[src/common/duia_pkg.sv]
// Constants and carrier types of the drive and serial interrupt aggregator.
// Assumes a 32-bit APB master; each register takes one aligned word at four times its index.
package duia_pkg;

  localparam logic [15:0] IDX_SER_FLAGS = 16'hFF78;
  localparam logic [15:0] IDX_SER_MASK = 16'hFF79;
  localparam logic [15:0] IDX_DEC_FLAGS = 16'hFF7A;
  localparam logic [15:0] IDX_DEC_MASK = 16'hFF7B;
  localparam logic [15:0] IDX_ENG_FLAGS = 16'hFF7C;
  localparam logic [15:0] IDX_ENG_MASK = 16'hFF7D;

  localparam logic [31:0] ADDR_SER_FLAGS = {14'h0000, IDX_SER_FLAGS, 2'b00};
  localparam logic [31:0] ADDR_SER_MASK = {14'h0000, IDX_SER_MASK, 2'b00};
  localparam logic [31:0] ADDR_DEC_FLAGS = {14'h0000, IDX_DEC_FLAGS, 2'b00};
  localparam logic [31:0] ADDR_DEC_MASK = {14'h0000, IDX_DEC_MASK, 2'b00};
  localparam logic [31:0] ADDR_ENG_FLAGS = {14'h0000, IDX_ENG_FLAGS, 2'b00};
  localparam logic [31:0] ADDR_ENG_MASK = {14'h0000, IDX_ENG_MASK, 2'b00};

  // Serial group bit positions
  localparam int SER_COM_RISE = 7;
  localparam int SER_SYS_RISE = 6;
  localparam int SER_COM_FALL = 5;
  localparam int SER_SYS_FALL = 4;
  localparam int SER_TX_EMPTY = 3;
  localparam int SER_RX_FULL = 2;
  localparam int SER_OVERRUN = 1;
  localparam int SER_PARITY = 0;

  // Engine group bit positions
  localparam int ENG_HOST_BYTE_ZERO = 7;
  localparam int ENG_DRIVE_RELOAD = 6;
  localparam int ENG_HOST_RELOAD_ZERO = 5;
  localparam int ENG_COPY_END = 4;
  localparam int ENG_SUBCODE_SYNC = 3;
  localparam int ENG_DMA_DONE = 2;
  localparam int ENG_DEC_PEND = 1;
  localparam int ENG_SER_PEND = 0;

  // Decoder group: bits 7..1 latched events, bit 0 engine pending
  localparam int DEC_ENG_PEND = 0;

  localparam logic [7:0] RST_FLAGS = 8'h00;
  localparam logic [7:0] RST_MASK = 8'h00;

  typedef struct packed {
    logic [1:0] sync_s1;
    logic [1:0] sync_s2;
    logic [1:0] sync_prev;
    logic tx_empty_prev;
    logic rx_full_prev;
    logic dma_done_prev;
    logic [7:0] ser_flags;
    logic [7:0] ser_mask;
    logic [7:1] dec_flags;
    logic [7:0] dec_mask;
    logic [7:2] eng_flags;
    logic [7:2] eng_mask;
    logic pready;
    logic pslverr;
    logic [31:0] prdata;
    logic irq_n;
  } duia_state_s;

  localparam duia_state_s RST_STATE = '{
    sync_s1: 2'h0, sync_s2: 2'h0, sync_prev: 2'h0,
    tx_empty_prev: 1'b0, rx_full_prev: 1'b0, dma_done_prev: 1'b0,
    ser_flags: RST_FLAGS, ser_mask: RST_MASK,
    dec_flags: RST_FLAGS[7:1], dec_mask: RST_MASK,
    eng_flags: RST_FLAGS[7:2], eng_mask: RST_MASK[7:2],
    pready: 1'b0, pslverr: 1'b0, prdata: 32'h00000000, irq_n: 1'b1
  };

endpackage

[src/design/duia_top.sv]
// Interrupt aggregator: decoder, engine and serial event groups behind an APB slave.
// Assumes event pulses come from logic on pclk; only the two frame sync pins are asynchronous.
//
// Added by the designer: the APB interface to the registers.
`timescale 1ns/1ns
module duia_top (
  input logic pclk,
  input logic presetn,
  input logic ce,
  input logic psel,
  input logic penable,
  input logic pwrite,
  input logic [31:0] paddr,
  input logic [31:0] pwdata,
  input logic [3:0] pstrb,
  output logic [31:0] prdata,
  output logic pready,
  output logic pslverr,
  input logic comsync_pin,
  input logic syssync_pin,
  input logic tx_buf_empty,
  input logic rx_buf_full,
  input logic rx_char_strobe,
  input logic rx_parity_err,
  input logic [7:1] decoder_event_group,
  input logic dma_count_zero,
  input logic dma_run,
  input logic host_byte_count_zero,
  input logic host_reload_count_zero,
  input logic drive_reload,
  input logic copy_end,
  input logic subcode_early_sync,
  output logic aggregate_irq_pin_n
);

  duia_pkg::duia_state_s r;
  duia_pkg::duia_state_s n;

  logic [7:0] ser_set;
  logic [7:0] ser_clr;
  logic [7:1] dec_set;
  logic [7:1] dec_clr;
  logic [7:2] eng_set;
  logic [7:2] eng_clr;
  logic dma_done_now;
  logic dec_pend;
  logic eng_pend;
  logic ser_pend;
  logic access;
  logic wr_fire;
  logic mapped;
  logic [7:0] rd_byte;

  always_comb begin
    n = r;
    ser_set = 8'h00;
    ser_clr = 8'h00;
    dec_set = 7'h00;
    dec_clr = 7'h00;
    eng_set = 6'h00;
    eng_clr = 6'h00;
    dma_done_now = dma_count_zero & dma_run;
    dec_pend = |r.dec_flags;
    eng_pend = |r.eng_flags;
    ser_pend = |r.ser_flags;
    access = psel & penable;
    wr_fire = access & r.pready & pwrite & pstrb[0];
    mapped = (paddr == duia_pkg::ADDR_SER_FLAGS) || (paddr == duia_pkg::ADDR_SER_MASK) ||
             (paddr == duia_pkg::ADDR_DEC_FLAGS) || (paddr == duia_pkg::ADDR_DEC_MASK) ||
             (paddr == duia_pkg::ADDR_ENG_FLAGS) || (paddr == duia_pkg::ADDR_ENG_MASK);
    rd_byte = 8'h00;
    case (paddr)
      duia_pkg::ADDR_SER_FLAGS: begin
        rd_byte = r.ser_flags;
      end
      duia_pkg::ADDR_SER_MASK: begin
        rd_byte = r.ser_mask;
      end
      duia_pkg::ADDR_DEC_FLAGS: begin
        rd_byte = {r.dec_flags, eng_pend & r.dec_mask[duia_pkg::DEC_ENG_PEND]};
      end
      duia_pkg::ADDR_DEC_MASK: begin
        rd_byte = r.dec_mask;
      end
      duia_pkg::ADDR_ENG_FLAGS: begin
        rd_byte = {r.eng_flags, dec_pend, ser_pend};
      end
      duia_pkg::ADDR_ENG_MASK: begin
        rd_byte = {r.eng_mask, 2'b00};
      end
      default: begin
        rd_byte = 8'h00;
      end
    endcase

    // Event sources
    ser_set[duia_pkg::SER_COM_RISE] = r.sync_s2[0] & ~r.sync_prev[0];
    ser_set[duia_pkg::SER_SYS_RISE] = r.sync_s2[1] & ~r.sync_prev[1];
    ser_set[duia_pkg::SER_COM_FALL] = ~r.sync_s2[0] & r.sync_prev[0];
    ser_set[duia_pkg::SER_SYS_FALL] = ~r.sync_s2[1] & r.sync_prev[1];
    ser_set[duia_pkg::SER_TX_EMPTY] = tx_buf_empty & ~r.tx_empty_prev;
    ser_set[duia_pkg::SER_RX_FULL] = rx_buf_full & ~r.rx_full_prev;
    ser_set[duia_pkg::SER_OVERRUN] = rx_char_strobe & rx_buf_full;
    ser_set[duia_pkg::SER_PARITY] = rx_char_strobe & rx_parity_err;
    dec_set = decoder_event_group;
    eng_set[duia_pkg::ENG_HOST_BYTE_ZERO] = host_byte_count_zero;
    eng_set[duia_pkg::ENG_DRIVE_RELOAD] = drive_reload;
    eng_set[duia_pkg::ENG_HOST_RELOAD_ZERO] = host_reload_count_zero;
    eng_set[duia_pkg::ENG_COPY_END] = copy_end;
    eng_set[duia_pkg::ENG_SUBCODE_SYNC] = subcode_early_sync;
    eng_set[duia_pkg::ENG_DMA_DONE] = dma_done_now & ~r.dma_done_prev;

    if (wr_fire) begin
      case (paddr)
        duia_pkg::ADDR_SER_FLAGS: begin
          ser_clr = pwdata[7:0];
        end
        duia_pkg::ADDR_SER_MASK: begin
          n.ser_mask = pwdata[7:0];
        end
        duia_pkg::ADDR_DEC_FLAGS: begin
          dec_clr = pwdata[7:1];
        end
        duia_pkg::ADDR_DEC_MASK: begin
          n.dec_mask = pwdata[7:0];
        end
        duia_pkg::ADDR_ENG_FLAGS: begin
          eng_clr = pwdata[7:2];
        end
        duia_pkg::ADDR_ENG_MASK: begin
          n.eng_mask = pwdata[7:2];
        end
        default: begin
          n.ser_mask = r.ser_mask;
        end
      endcase
    end

    // Set beats clear so a coincident event survives; the new mask applies at once
    n.ser_flags = ((r.ser_flags & ~ser_clr) | ser_set) & n.ser_mask;
    n.dec_flags = ((r.dec_flags & ~dec_clr) | dec_set) & n.dec_mask[7:1];
    n.eng_flags = ((r.eng_flags & ~eng_clr) | eng_set) & n.eng_mask;

    n.sync_s1 = {syssync_pin, comsync_pin};
    n.sync_s2 = r.sync_s1;
    n.sync_prev = r.sync_s2;
    n.tx_empty_prev = tx_buf_empty;
    n.rx_full_prev = rx_buf_full;
    n.dma_done_prev = dma_done_now;

    // One wait state: pready rises one cycle into the access phase
    if (access & ~r.pready) begin
      n.pready = 1'b1;
      n.pslverr = ~mapped;
      n.prdata = {24'h000000, rd_byte};
    end else begin
      n.pready = 1'b0;
      n.pslverr = 1'b0;
      n.prdata = 32'h00000000;
    end

    n.irq_n = ~((|n.dec_flags) | (|n.eng_flags) | (|n.ser_flags));
  end

  always_ff @(posedge pclk or negedge presetn) begin
    if (!presetn) begin
      r <= duia_pkg::RST_STATE;
    end else if (ce) begin
      r <= n;
    end
  end

  assign prdata = r.prdata;
  assign pready = r.pready;
  assign pslverr = r.pslverr;
  assign aggregate_irq_pin_n = r.irq_n;

endmodule

[config.mk]
export PLATFORM = sky130hd
export DESIGN_NAME = duia_top
export DESIGN_NICKNAME = d
export VERILOG_FILES = /design/src/common/duia_pkg.sv /design/src/design/duia_top.sv
export SDC_FILE = /design/constraint.sdc
export NUM_CORES = 1
export LEC_CHECK = 0
export BUFFER_PORTS_ARGS = -buffer_cell sky130_fd_sc_hd__buf_2
export CORE_MARGIN = 5
export CORE_UTILIZATION = 40
export DETAILED_ROUTE_END_ITERATION = 8
export PLACE_DENSITY = 0.72
export SETUP_SLACK_MARGIN = 0.5
export SLEW_MARGIN = 25
export SYNTH_ARGS = -nofsm -noshare
export SYNTH_HDL_FRONTEND = slang
export SYNTH_SLANG_ARGS = --single-unit
[constraint.sdc]
create_clock -name pclk -period 5.2 [get_ports pclk]
set_clock_uncertainty 0.1 [all_clocks]
set_input_delay 0.78 -clock pclk [delete_from_list [all_inputs] [get_ports pclk]]
set_output_delay 0.78 -clock pclk [all_outputs]
set_load 0.02 [all_outputs]
-- Yosys cells after proc, flatten, opt, wreduce, memory -nomap -nowiden
Index checks and enable logic that the tools add are counted.
- bits of input ports: 94
- output and inout port bits: 35
- flip-flop bits (word level): 87
- muxes and demuxes: 14
- eq/ne operators: 6
- reduce and logical (&&, ||, !) cells: 12
- bitwise operators: 40
- operator list (cell ; count):
    32-bit by 18-bit == test with 1-bit output (second input constant) ; 6
    8-bit 2-to-1 mux ; 6
    8-bit one-hot mux with 6 select lines ; 1
    34-bit 2-to-1 mux ; 1
    6-bit 2-to-1 mux ; 4
    1-bit AND ; 16
    8-bit AND ; 2
    8-bit OR reduction ; 2
    7-bit AND ; 2
    7-bit 2-to-1 mux ; 2
    7-bit OR reduction ; 2
    6-bit AND ; 2
    6-bit OR reduction ; 2
    1-bit inverter ; 10
    8-bit inverter ; 1
    8-bit bitwise OR ; 1
    7-bit inverter ; 1
    7-bit bitwise OR ; 1
    6-bit inverter ; 1
    6-bit bitwise OR ; 1
    1-bit logical OR ; 5
    3-bit AND reduction ; 1
    1-bit bitwise OR ; 2

-- Depth between registers and ports, before layout
Gate-level depths: netlist of the first run.
- depth after elaboration: 13
- gate-level depth with buffers: 9

-- Least setup slack after synthesis of the first run
Ideal clock, no wire load.
- path kind: in2reg
- from: in paddr[1]
- to: reg r, in the netlist aggregate_irq_pin_n
- setup slack: 1960 ps
- buffers on the path: 1
- cell stages on the path: 8
- arrival: 3043 ps
- data required time: 5003 ps
- setup time: 97 ps
- path through: or4b_1 > nor3_1 > and3_1 > buf_2 > mux2_2 > a2111oi_4 > nand4_1 > o41ai_2
- longest elaborated chain between the ends: 11
- elaborated cells between the ends (all ways): 36
- RTL lines (element ; line ; source):
    from (decl) ; duia_top.sv:13 ; input logic [31:0] paddr,
    32-bit by 18-bit == test with 1-bit output ; duia_top.sv:114 ; case (paddr)
    7-bit 2-to-1 mux / 6-bit 2-to-1 mux (equally long branches) ; duia_top.sv:114 ;
    7-bit 2-to-1 mux / 6-bit 2-to-1 mux (equally long branches) ; duia_top.sv:113 ; if (wr_fire) begin
    7-bit inverter / 6-bit inverter (equally long branches) ; duia_top.sv:141, duia_top.sv:142 ;
    7-bit AND / 6-bit AND (equally long branches) ; duia_top.sv:141, duia_top.sv:142 ;
    7-bit bitwise OR / 6-bit bitwise OR (equally long branches) ; duia_top.sv:141, duia_top.sv:142 ;
    7-bit AND / 6-bit AND (equally long branches) ; duia_top.sv:141, duia_top.sv:142 ;
    7-bit OR reduction / 6-bit OR reduction (equally long branches) ; duia_top.sv:162 ; n.irq_n = ~((|n.dec_flags) | (|n.eng_flags) | (|n.ser_flags));
    1-bit bitwise OR ; duia_top.sv:162 ;
    1-bit bitwise OR * ; duia_top.sv:162 ;
    1-bit inverter * ; duia_top.sv:162 ;
    to (signal assigned) ; duia_top.sv:167 ; r <= duia_pkg::RST_STATE;
    to (signal assigned) ; duia_top.sv:169 ; r <= n;
    to (decl) ; duia_top.sv:36 ; duia_pkg::duia_state_s r;
Every way passes the cells marked *; elsewhere a longest branch is shown, timed or not.
A chain may end at the register's enable or synchronous reset.

-- Worst setup path in the final report of the first run
Ends and elaborated chain as after synthesis.

==> results of run 1 <==
[cell type report]
class / instances / area, um^2
Tap cell: 129 / 161.4
Sequential cell: 63 / 1578
Multi-Input combinational cell: 293 / 1966
Clock inverter: 3 / 17.52
Timing Repair Buffer: 88 / 467.9
Fill cell: 919 / 4907
Inverter: 19 / 71.32
Clock buffer: 13 / 158.9
[cell usage in the layout, fill, tap and decap left out, types with 9 or more instances in the layout]
master     n
buf_2     77
dfrtp_1   62
nand2_1   32
mux2_2    27
o21ai_0   25
conb_1    24
nand3_1   20
inv_1     19
a21oi_1   18
o31ai_1   17
a31oi_1   14
a222oi_1  13
a221oi_1  12
nor4_1    11
clkbuf_8  11
buf_4     11
nor2_1     9
[worst max path at each step]
stage	start	endpoint	slack, ns	depth (start not counted)
finish	paddr[1]	aggregate_irq_pin_n$_DFFE_PN1P_	1.73	9
global route	paddr[1]	aggregate_irq_pin_n$_DFFE_PN1P_	1.60	9
CTS	paddr[1]	aggregate_irq_pin_n$_DFFE_PN1P_	1.77	9
detailed placement	paddr[1]	aggregate_irq_pin_n$_DFFE_PN1P_	1.41	9
global placement	paddr[1]	aggregate_irq_pin_n$_DFFE_PN1P_	1.46	9
floorplan	paddr[1]	aggregate_irq_pin_n$_DFFE_PN1P_	1.96	8
[power by group through the flow]
stage / Clock [uW] / Sequential [uW] / Combinational, uW
6_report: 392 / 510 / 111
5_1_grt: 419 / 511 / 121
4_1_cts: 397 / 510 / 110
3_5_place_dp: 0 / 519 / 110
3_3_place_gp: 0 / 518 / 108
2_1_floorplan: 0 / 518 / 68.8
[metal layers]
metal  vias to the layer above  part of all wire, %  routed length, um  GRT usage, %
li1                       1651                    -                  -             -
met1                      1740                   37               4289         25.40
met2                       276                   47               5437         31.22
met3                        43                   14               1604         7.224
met4                         0                  2.4                284         7.484
met5                         -                    0                  0             0
[per-stage QoR]
step           instances  hold WS [ns]  setup slack (ns)
3_3_place_gp         592        0.3583             1.459
3_5_place_dp         592        0.3633             1.405
5_1_grt              608        0.3938             1.605
2_1_floorplan        430        0.3545             1.960
4_1_cts              608        0.3789             1.772
6_report             608        0.3740             1.730
[state kept, by name, summed over array words and instances, names as in the netlist]
name	flops
aggregate_irq_pin_n	1
n	4
prdata	8
r	48
pready	1
pslverr	1
[cells by family (layout without fill, tap and decap cells)]
family	Yosys count	in the layout	synth area share, %
other	1	24	0.09709
buffers and inverters	74	123	10.50
AO/OA/AOI/OAI	121	121	22.81
flip-flops	63	63	40.85
AND/OR/NAND/NOR	119	119	17.36
multiplexers	29	29	8.390
==> out/qor.csv, run 1 <==
stage;metric;value;unit
power;p_int;738.6;uW
clock_tree;clk_pin_slew;0.07;ns
critical_path;end_kind;register;
clock_tree;postCtsHoldBufs;0;
synthesis;yosys.area.top_type;dfrtp_1;
finish;final_nets;568;
synthesis;synth_top_flop_cell;dfrtp_1;
synthesis;synth_seq_cells;63;
detailed_routing;avgRoutedWirePerCell;19.11;um
grt;track_usage;19.98;%
sta;fin_setup_tns;0;ns
sta;hold_viol;0;
clock_tree;post-cts-setup-buffers;0;
die;die_w;108.3;um
power;power.leakage;0.002007;uW
power;p_seq_share;50.3;%
placement;routabilityCongestion;0.9421;
clock_tree;cts_buffers;9;
critical_path;critPathSlowestCell;or4b_1;
synthesis;synth_top_area_share;40.17;%
synthesis;syn_avg_cell_area;9.490;um^2
power;p_sw_share;27.05;%
synthesis;netlist_top_cells_count;dfrtp_1, buf_4, nand2_1, mux2_2, o21ai_0;
synthesis;synth_most_common_cell;dfrtp_1;
clock_tree;cts-htree-levels;3;
detailed_routing;drc_errors;0;
worst_hold_path;hold_path_class;register to register;
synthesis;syn-instance-count;407;
detailed_routing;viasPerCell;6.102;
synthesis;yosys_warnings;0;
sta;slew_violations;0;
die;core_region_area;0.009328;mm^2
clock_tree;cts_tree;yes;
detailed_routing;finalWirelength;11.62;mm
synthesis;yosys-top-cells-area;dfrtp_1, mux2_2, buf_4, a222oi_1, o31ai_1;
clock_tree;clk_latency;0.35;ns
synthesis;ys_seq_area_share;40.85;%
sta;rsz0062_at_grt;false;
flow_run;drv_cap;0;
synthesis;async_flop_share;100.0;%
critical_path;critPathTopFamily;simple AND/OR/NAND/NOR gates;
sta;worstMarginPinSlew;0.8601;ns
sta;finalSetupViolCount;0;
critical_path;reg2reg_slack;1.93;ns
placement;port_buffers;77;
clock_tree;clock_path_buffers;2;
detailed_routing;routed-via-count;3710;
finish;fin_area;0.004420;mm^2
critical_path;path_max_fanout;13;
die;ios;129;
clock_tree;clkSinkCount;63;
power;p_switching;273.8;uW
power;total_power;1012;uW
placement;place_area;0.004244;mm^2
worst_hold_path;hold_path_end;prdata[5]$_DFFE_PN0P_;
synthesis;synth-edff-count;0;
power;power.share.combinational;10.9;%
clock_tree;cts_resized;0;
critical_path;reg2regPathDepth;7;
grt;antenna_found_initial;0;
synthesis;synthesis.area;0.003862;mm^2
critical_path;crit_path_start_kind;input pin;
critical_path;critPathBufInv;2;
grt;grt_pass1_wl;18.17;mm
power;p_per_area;229.0;mW/mm^2
sta;fmax;0.2882;GHz
finish;postLayoutCoreUtil;47.39;%
die;initial_utilization;41.41;%
die;die_area;0.01172;mm^2
power;peakVddDrop;139.9;uV
worst_hold_path;hold_start;prdata[5]$_DFFE_PN0P_;
sta;slew_headroom;42.45;%
sta;finalCriticalPeriod;3.470;ns
critical_path;reg2reg_from;pready$_DFFE_PN0P_;
run_status;status;completed;
die;die_y;108.3;um
worst_hold_path;min_path_cells;1;
critical_path;required;5.35;ns
critical_path;crit_path_cell_trace;buf_2 > or4b_1 > nor3_1 > buf_4 > and3_1 > mux2_2 > a2111oi_4 > nand4_1 > o41ai_2;
placement;hpwl;8.502;mm
sta;finalCritPeriodShare;66.74;%
grt;grt_overflow_total;0;
detailed_routing;drtAntennaViolNets;0;
critical_path;path_class;input pin to register;
die;rows;35;
critical_path;arrival;3.62;ns
detailed_routing;dr.first_iter.drc_count;438;
clock_tree;cts-root-buf;clkbuf_8;
critical_path;slowest_delay;0.58;ns
finish;drive_gt1_share;28.60;%
grt;grt_pass1_vias;3581;
grt;grt_max_degree;64;
power;clkPwrFrac;38.7;%
synthesis;synth_cell_types;47;
detailed_routing;dr.pass1.iters;6;
finish;diodes;0;
critical_path;reg2reg_to;aggregate_irq_pin_n$_DFFE_PN1P_;
finish;areaGrowthSynthToFinish;14.45;%
Power figures use the tool's default switching activity.
==> run 2, diff against run 1 <==
--- a/config.mk
+++ b/config.mk
@@ -5,11 +5,12 @@
 export SDC_FILE = /design/constraint.sdc
 export NUM_CORES = 1
 export LEC_CHECK = 0
+export ABC_AREA = 1
 export BUFFER_PORTS_ARGS = -buffer_cell sky130_fd_sc_hd__buf_2
 export CORE_MARGIN = 5
 export CORE_UTILIZATION = 40
 export DETAILED_ROUTE_END_ITERATION = 8
-export PLACE_DENSITY = 0.72
+export PLACE_DENSITY = 0.73
 export SETUP_SLACK_MARGIN = 0.5
 export SLEW_MARGIN = 25
 export SYNTH_ARGS = -nofsm -noshare
==> constraint.sdc (replaced) <==
create_clock -name pclk -period 2.8 [get_ports pclk]
set_clock_uncertainty 0.1 [all_clocks]
set_input_delay 0.42 -clock pclk [delete_from_list [all_inputs] [get_ports pclk]]
set_output_delay 0.42 -clock pclk [all_outputs]
set_load 0.02 [all_outputs]
==> out/qor.csv, run 2 <==
stage;metric;value;unit;change
grt;grt_pass1_wl;18.88;mm;was 18.17 mm
finish;final_nets;797;;was 568
synthesis;synth_most_common_cell;nand2_1;;was dfrtp_1
synthesis;yosys-top-cells-area;dfrtp_1, nand2_1, o21ai_0, inv_1, buf_4;;was dfrtp_1, mux2_2, buf_4, a222oi_1, o31ai_1
critical_path;path_max_fanout;6;;was 13
sta;slew_violations;0;;unchanged
detailed_routing;drc_errors;0;;unchanged
finish;diodes;0;;unchanged
die;die_y;112.5;um;was 108.3 um
grt;use_met3;3.774;%;was 7.224%
finish;mostFrequentLayoutCell;nand2_1;;was buf_2
synthesis;synth_seq_cells;63;;unchanged
power;p_per_area;459.7;mW/mm^2;was 229.0 mW/mm^2
critical_path;critPathSlowestCell;dfrtp_1;;was or4b_1
sta;slew_headroom;63.01;%;was 42.45%
synthesis;netlist_top_cells_count;nand2_1, inv_1, o21ai_0, dfrtp_1, buf_4;;was dfrtp_1, buf_4, nand2_1, mux2_2, o21ai_0
grt;antenna_found_initial;0;;unchanged
critical_path;required;3.00;ns;was 5.35 ns
placement;hpwl;9.020;mm;was 8.502 mm
synthesis;yosys.area.top_type;dfrtp_1;;unchanged
placement;place_area;0.004591;mm^2;was 0.004244 mm^2
critical_path;crit_path_cell_trace;nand3_1 > nor2_4 > inv_2 > nor2_1 > nand3_1 > nand2_1 > nand2_1 > nand2_1 > nand2_1 > nor2_1 > nand2_1 > nor2_1 > nand2_1 > nand2_1;;was buf_2 > or4b_1 > nor3_1 > buf_4 > and3_1 > mux2_2 > a2111oi_4 > nand4_1 > o41ai_2
sta;finalSetupViolCount;0;;unchanged
clock_tree;cts_buffers;9;;unchanged
placement;port_buffers;77;;unchanged
finish;final_cell_mix;nand2_1, buf_2, inv_1, o21ai_0, dfrtp_1;;was buf_2, dfrtp_1, nand2_1, mux2_2, o21ai_0
sta;hold_viol;0;;unchanged
finish;top_register;r;;unchanged
detailed_routing;drtAntennaViolNets;0;;unchanged
detailed_routing;routed-via-count;4054;;was 3710
sta;rsz0062_at_grt;false;;unchanged
grt;track_usage;18.75;%;was 19.98%
synthesis;async_flop_share;100.0;%;unchanged
critical_path;end_kind;register;;unchanged
sta;finalCriticalPeriod;2.108;ns;
grt;grt_pass1_vias;3836;;was 3581
die;core_region_area;0.01028;mm^2;was 0.009328 mm^2
synthesis;synth_cell_types;37;;was 47
clock_tree;clk_latency;0.36;ns;was 0.35 ns
placement;dp_slack;0.4608;ns;was 1.405 ns
die;initial_utilization;40.92;%;was 41.41%
power;power.leakage;0.002613;uW;was 0.002007 uW
critical_path;arrival;2.31;ns;was 3.62 ns
synthesis;ys_seq_area_share;37.52;%;was 40.85%
synthesis;yosys_warnings;0;;unchanged
clock_tree;clkSinkCount;63;;unchanged
clock_tree;cts-htree-levels;3;;unchanged
grt;grt_util_met2;29.44;%;was 31.22%
die;die_area;0.01266;mm^2;was 0.01172 mm^2
critical_path;crit_path_start_kind;register;;was input pin
detailed_routing;finalWirelength;11.60;mm;was 11.62 mm
synthesis;synthesis.area;0.004205;mm^2;was 0.003862 mm^2
power;peakVddDrop;179.1;uV;was 139.9 uV
clock_tree;cts_tree;yes;;unchanged
synthesis;synth_top_area_share;36.89;%;was 40.17%
detailed_routing;dr.first_iter.drc_count;318;;was 438
grt;grt_overflow_total;0;;unchanged
run_status;status;completed;;unchanged
grt;grtUsageMet1;25.01;%;was 25.40%
die;ios;129;;unchanged
critical_path;path_class;register to register;;was input pin to register
finish;postLayoutCoreUtil;46.96;%;was 47.39%
clock_tree;clk_pin_slew;0.07;ns;about the same
critical_path;path_common_cell;nand2_1;;
synthesis;synth-edff-count;0;;unchanged
worst_hold_path;hold_path_class;input pin to register;;was register to register
clock_tree;cts-root-buf;clkbuf_8;;unchanged
critical_path;reg2reg_slack;0.69;ns;was 1.93 ns
critical_path;slowest_delay;0.38;ns;was 0.58 ns
synthesis;syn_avg_cell_area;6.696;um^2;was 9.490 um^2
sta;fmax;0.4744;GHz;
flow_run;drv_cap;0;;unchanged
sta;fin_setup_tns;0;ns;unchanged
finish;drive_gt1_share;18.36;%;was 28.60%
finish;areaGrowthSynthToFinish;14.76;%;was 14.45%
finish;fill_cells;1104;;was 919
sta;finalCritPeriodShare;75.28;%;
synthesis;synth_top_flop_cell;dfrtp_1;;unchanged
finish;largest_reg_flops;48;;unchanged
die;die_w;112.5;um;was 108.3 um
finish;fin_area;0.004826;mm^2;was 0.004420 mm^2
grt;grt_max_degree;54;;was 64
die;rows;37;;was 35
grt;gr-max-usage-layer;met2;;unchanged
sta;setup_ws;0.6921;ns;was 1.730 ns
sta;worstMarginPinSlew;0.5549;ns;was 0.8601 ns
detailed_routing;avgRoutedWirePerCell;13.74;um;was 19.11 um
detailed_routing;viasPerCell;4.803;;was 6.102
placement;routabilityCongestion;0.9609;;was 0.9421
detailed_routing;dr.pass1.iters;6;;unchanged
synthesis;syn-instance-count;628;;was 407
power;total_power;2219;uW;was 1012 uW
clock_tree;clock_path_buffers;2;;unchanged
[run 2: changes by cell type in the layout (fill, tap and decap cells not counted), sizes merged, moves of 7 or more]
cell    change
a31oi      -13
a222oi     -13
o31ai      -17
or4         -8
nand2     +226
a21o        -7
a221oi     -13
mux2       -27
o21ai      +49
inv        +56
nor4        -8
a21oi      -14
nor2       +35
nand4      +10
[run 2: repair_timing]
action	CTS	global route
hold buffers	1	0
endpoints found under the hold margin	21	0
buffers inserted	0	2
endpoints found under the setup margin	0	1
resized for setup	0	4
[run 2: final timing paths]
check | start | endpoint | cells after the start
worst max-delay path | pready$_DFFE_PN0P_ | aggregate_irq_pin_n$_DFFE_PN1P_ | 14
worst min-delay path | comsync_pin | n[83]$_DFFE_PN0P_ | 3
worst max register to register | pready$_DFFE_PN0P_ | aggregate_irq_pin_n$_DFFE_PN1P_ | 14
worst min register to register | prdata[1]$_DFFE_PN0P_ | prdata[1]$_DFFE_PN0P_ | 2
max in group asynchronous | presetn | r[49]$_DFFE_PN0P_ | 3
min in group asynchronous | presetn | prdata[7]$_DFFE_PN0P_ | 2
[run 2: layout make-up]
type / instances / area (um^2) / share of cell area, %
Inverter: 76 / 285.3 / 5.911
Sequential cell: 63 / 1578 / 32.69
Clock buffer: 13 / 148.9 / 3.085
Multi-Input combinational cell: 463 / 2112 / 43.76
Clock inverter: 3 / 42.54 / 0.8815
Timing Repair Buffer: 90 / 489.2 / 10.14
Tap cell: 136 / 170.2 / 3.526
[run 2: cells by family (layout without fill, tap and decap cells)]
group / Yosys count / after routing / synth area share, %
flops: 63 / 63 / 37.52
buf+inv: 125 / 182 / 14.67
compound gates: 91 / 91 / 11.63
other cells: 1 / 24 / 0.08917
simple gates: 348 / 348 / 36.09
[run 2: routing by layer]
layer  vias up  share of wire (%)
met5         -                  0
met4         0                3.1
met3        21                6.9
met2       148                 45
met1      1807                 45
li1       2078                  -
[run 2: through the flow]
step                hold WS, ns  instances
floorplan               0.02441        651
finish                   0.1610        844
CTS                      0.1571        842
global route             0.1752        844
global placement         0.3345        825
detailed placement       0.3438        825
[run 2: critical path, delay by kind of cell (launching register included)]
kind / cells / cell delay (ns)
and+or+nand+nor: 13 / 1.44
DFF: 1 / 0.38
buffers and inverters: 1 / 0.12
[run 2: power breakdown]
group          switching (uW)  total [uW]  leakage [uW]  internal [uW]
logic                     243         375       0.00169            132
registers                55.4        1040      0.000829            986
clock network             368         803     0.0000936            435
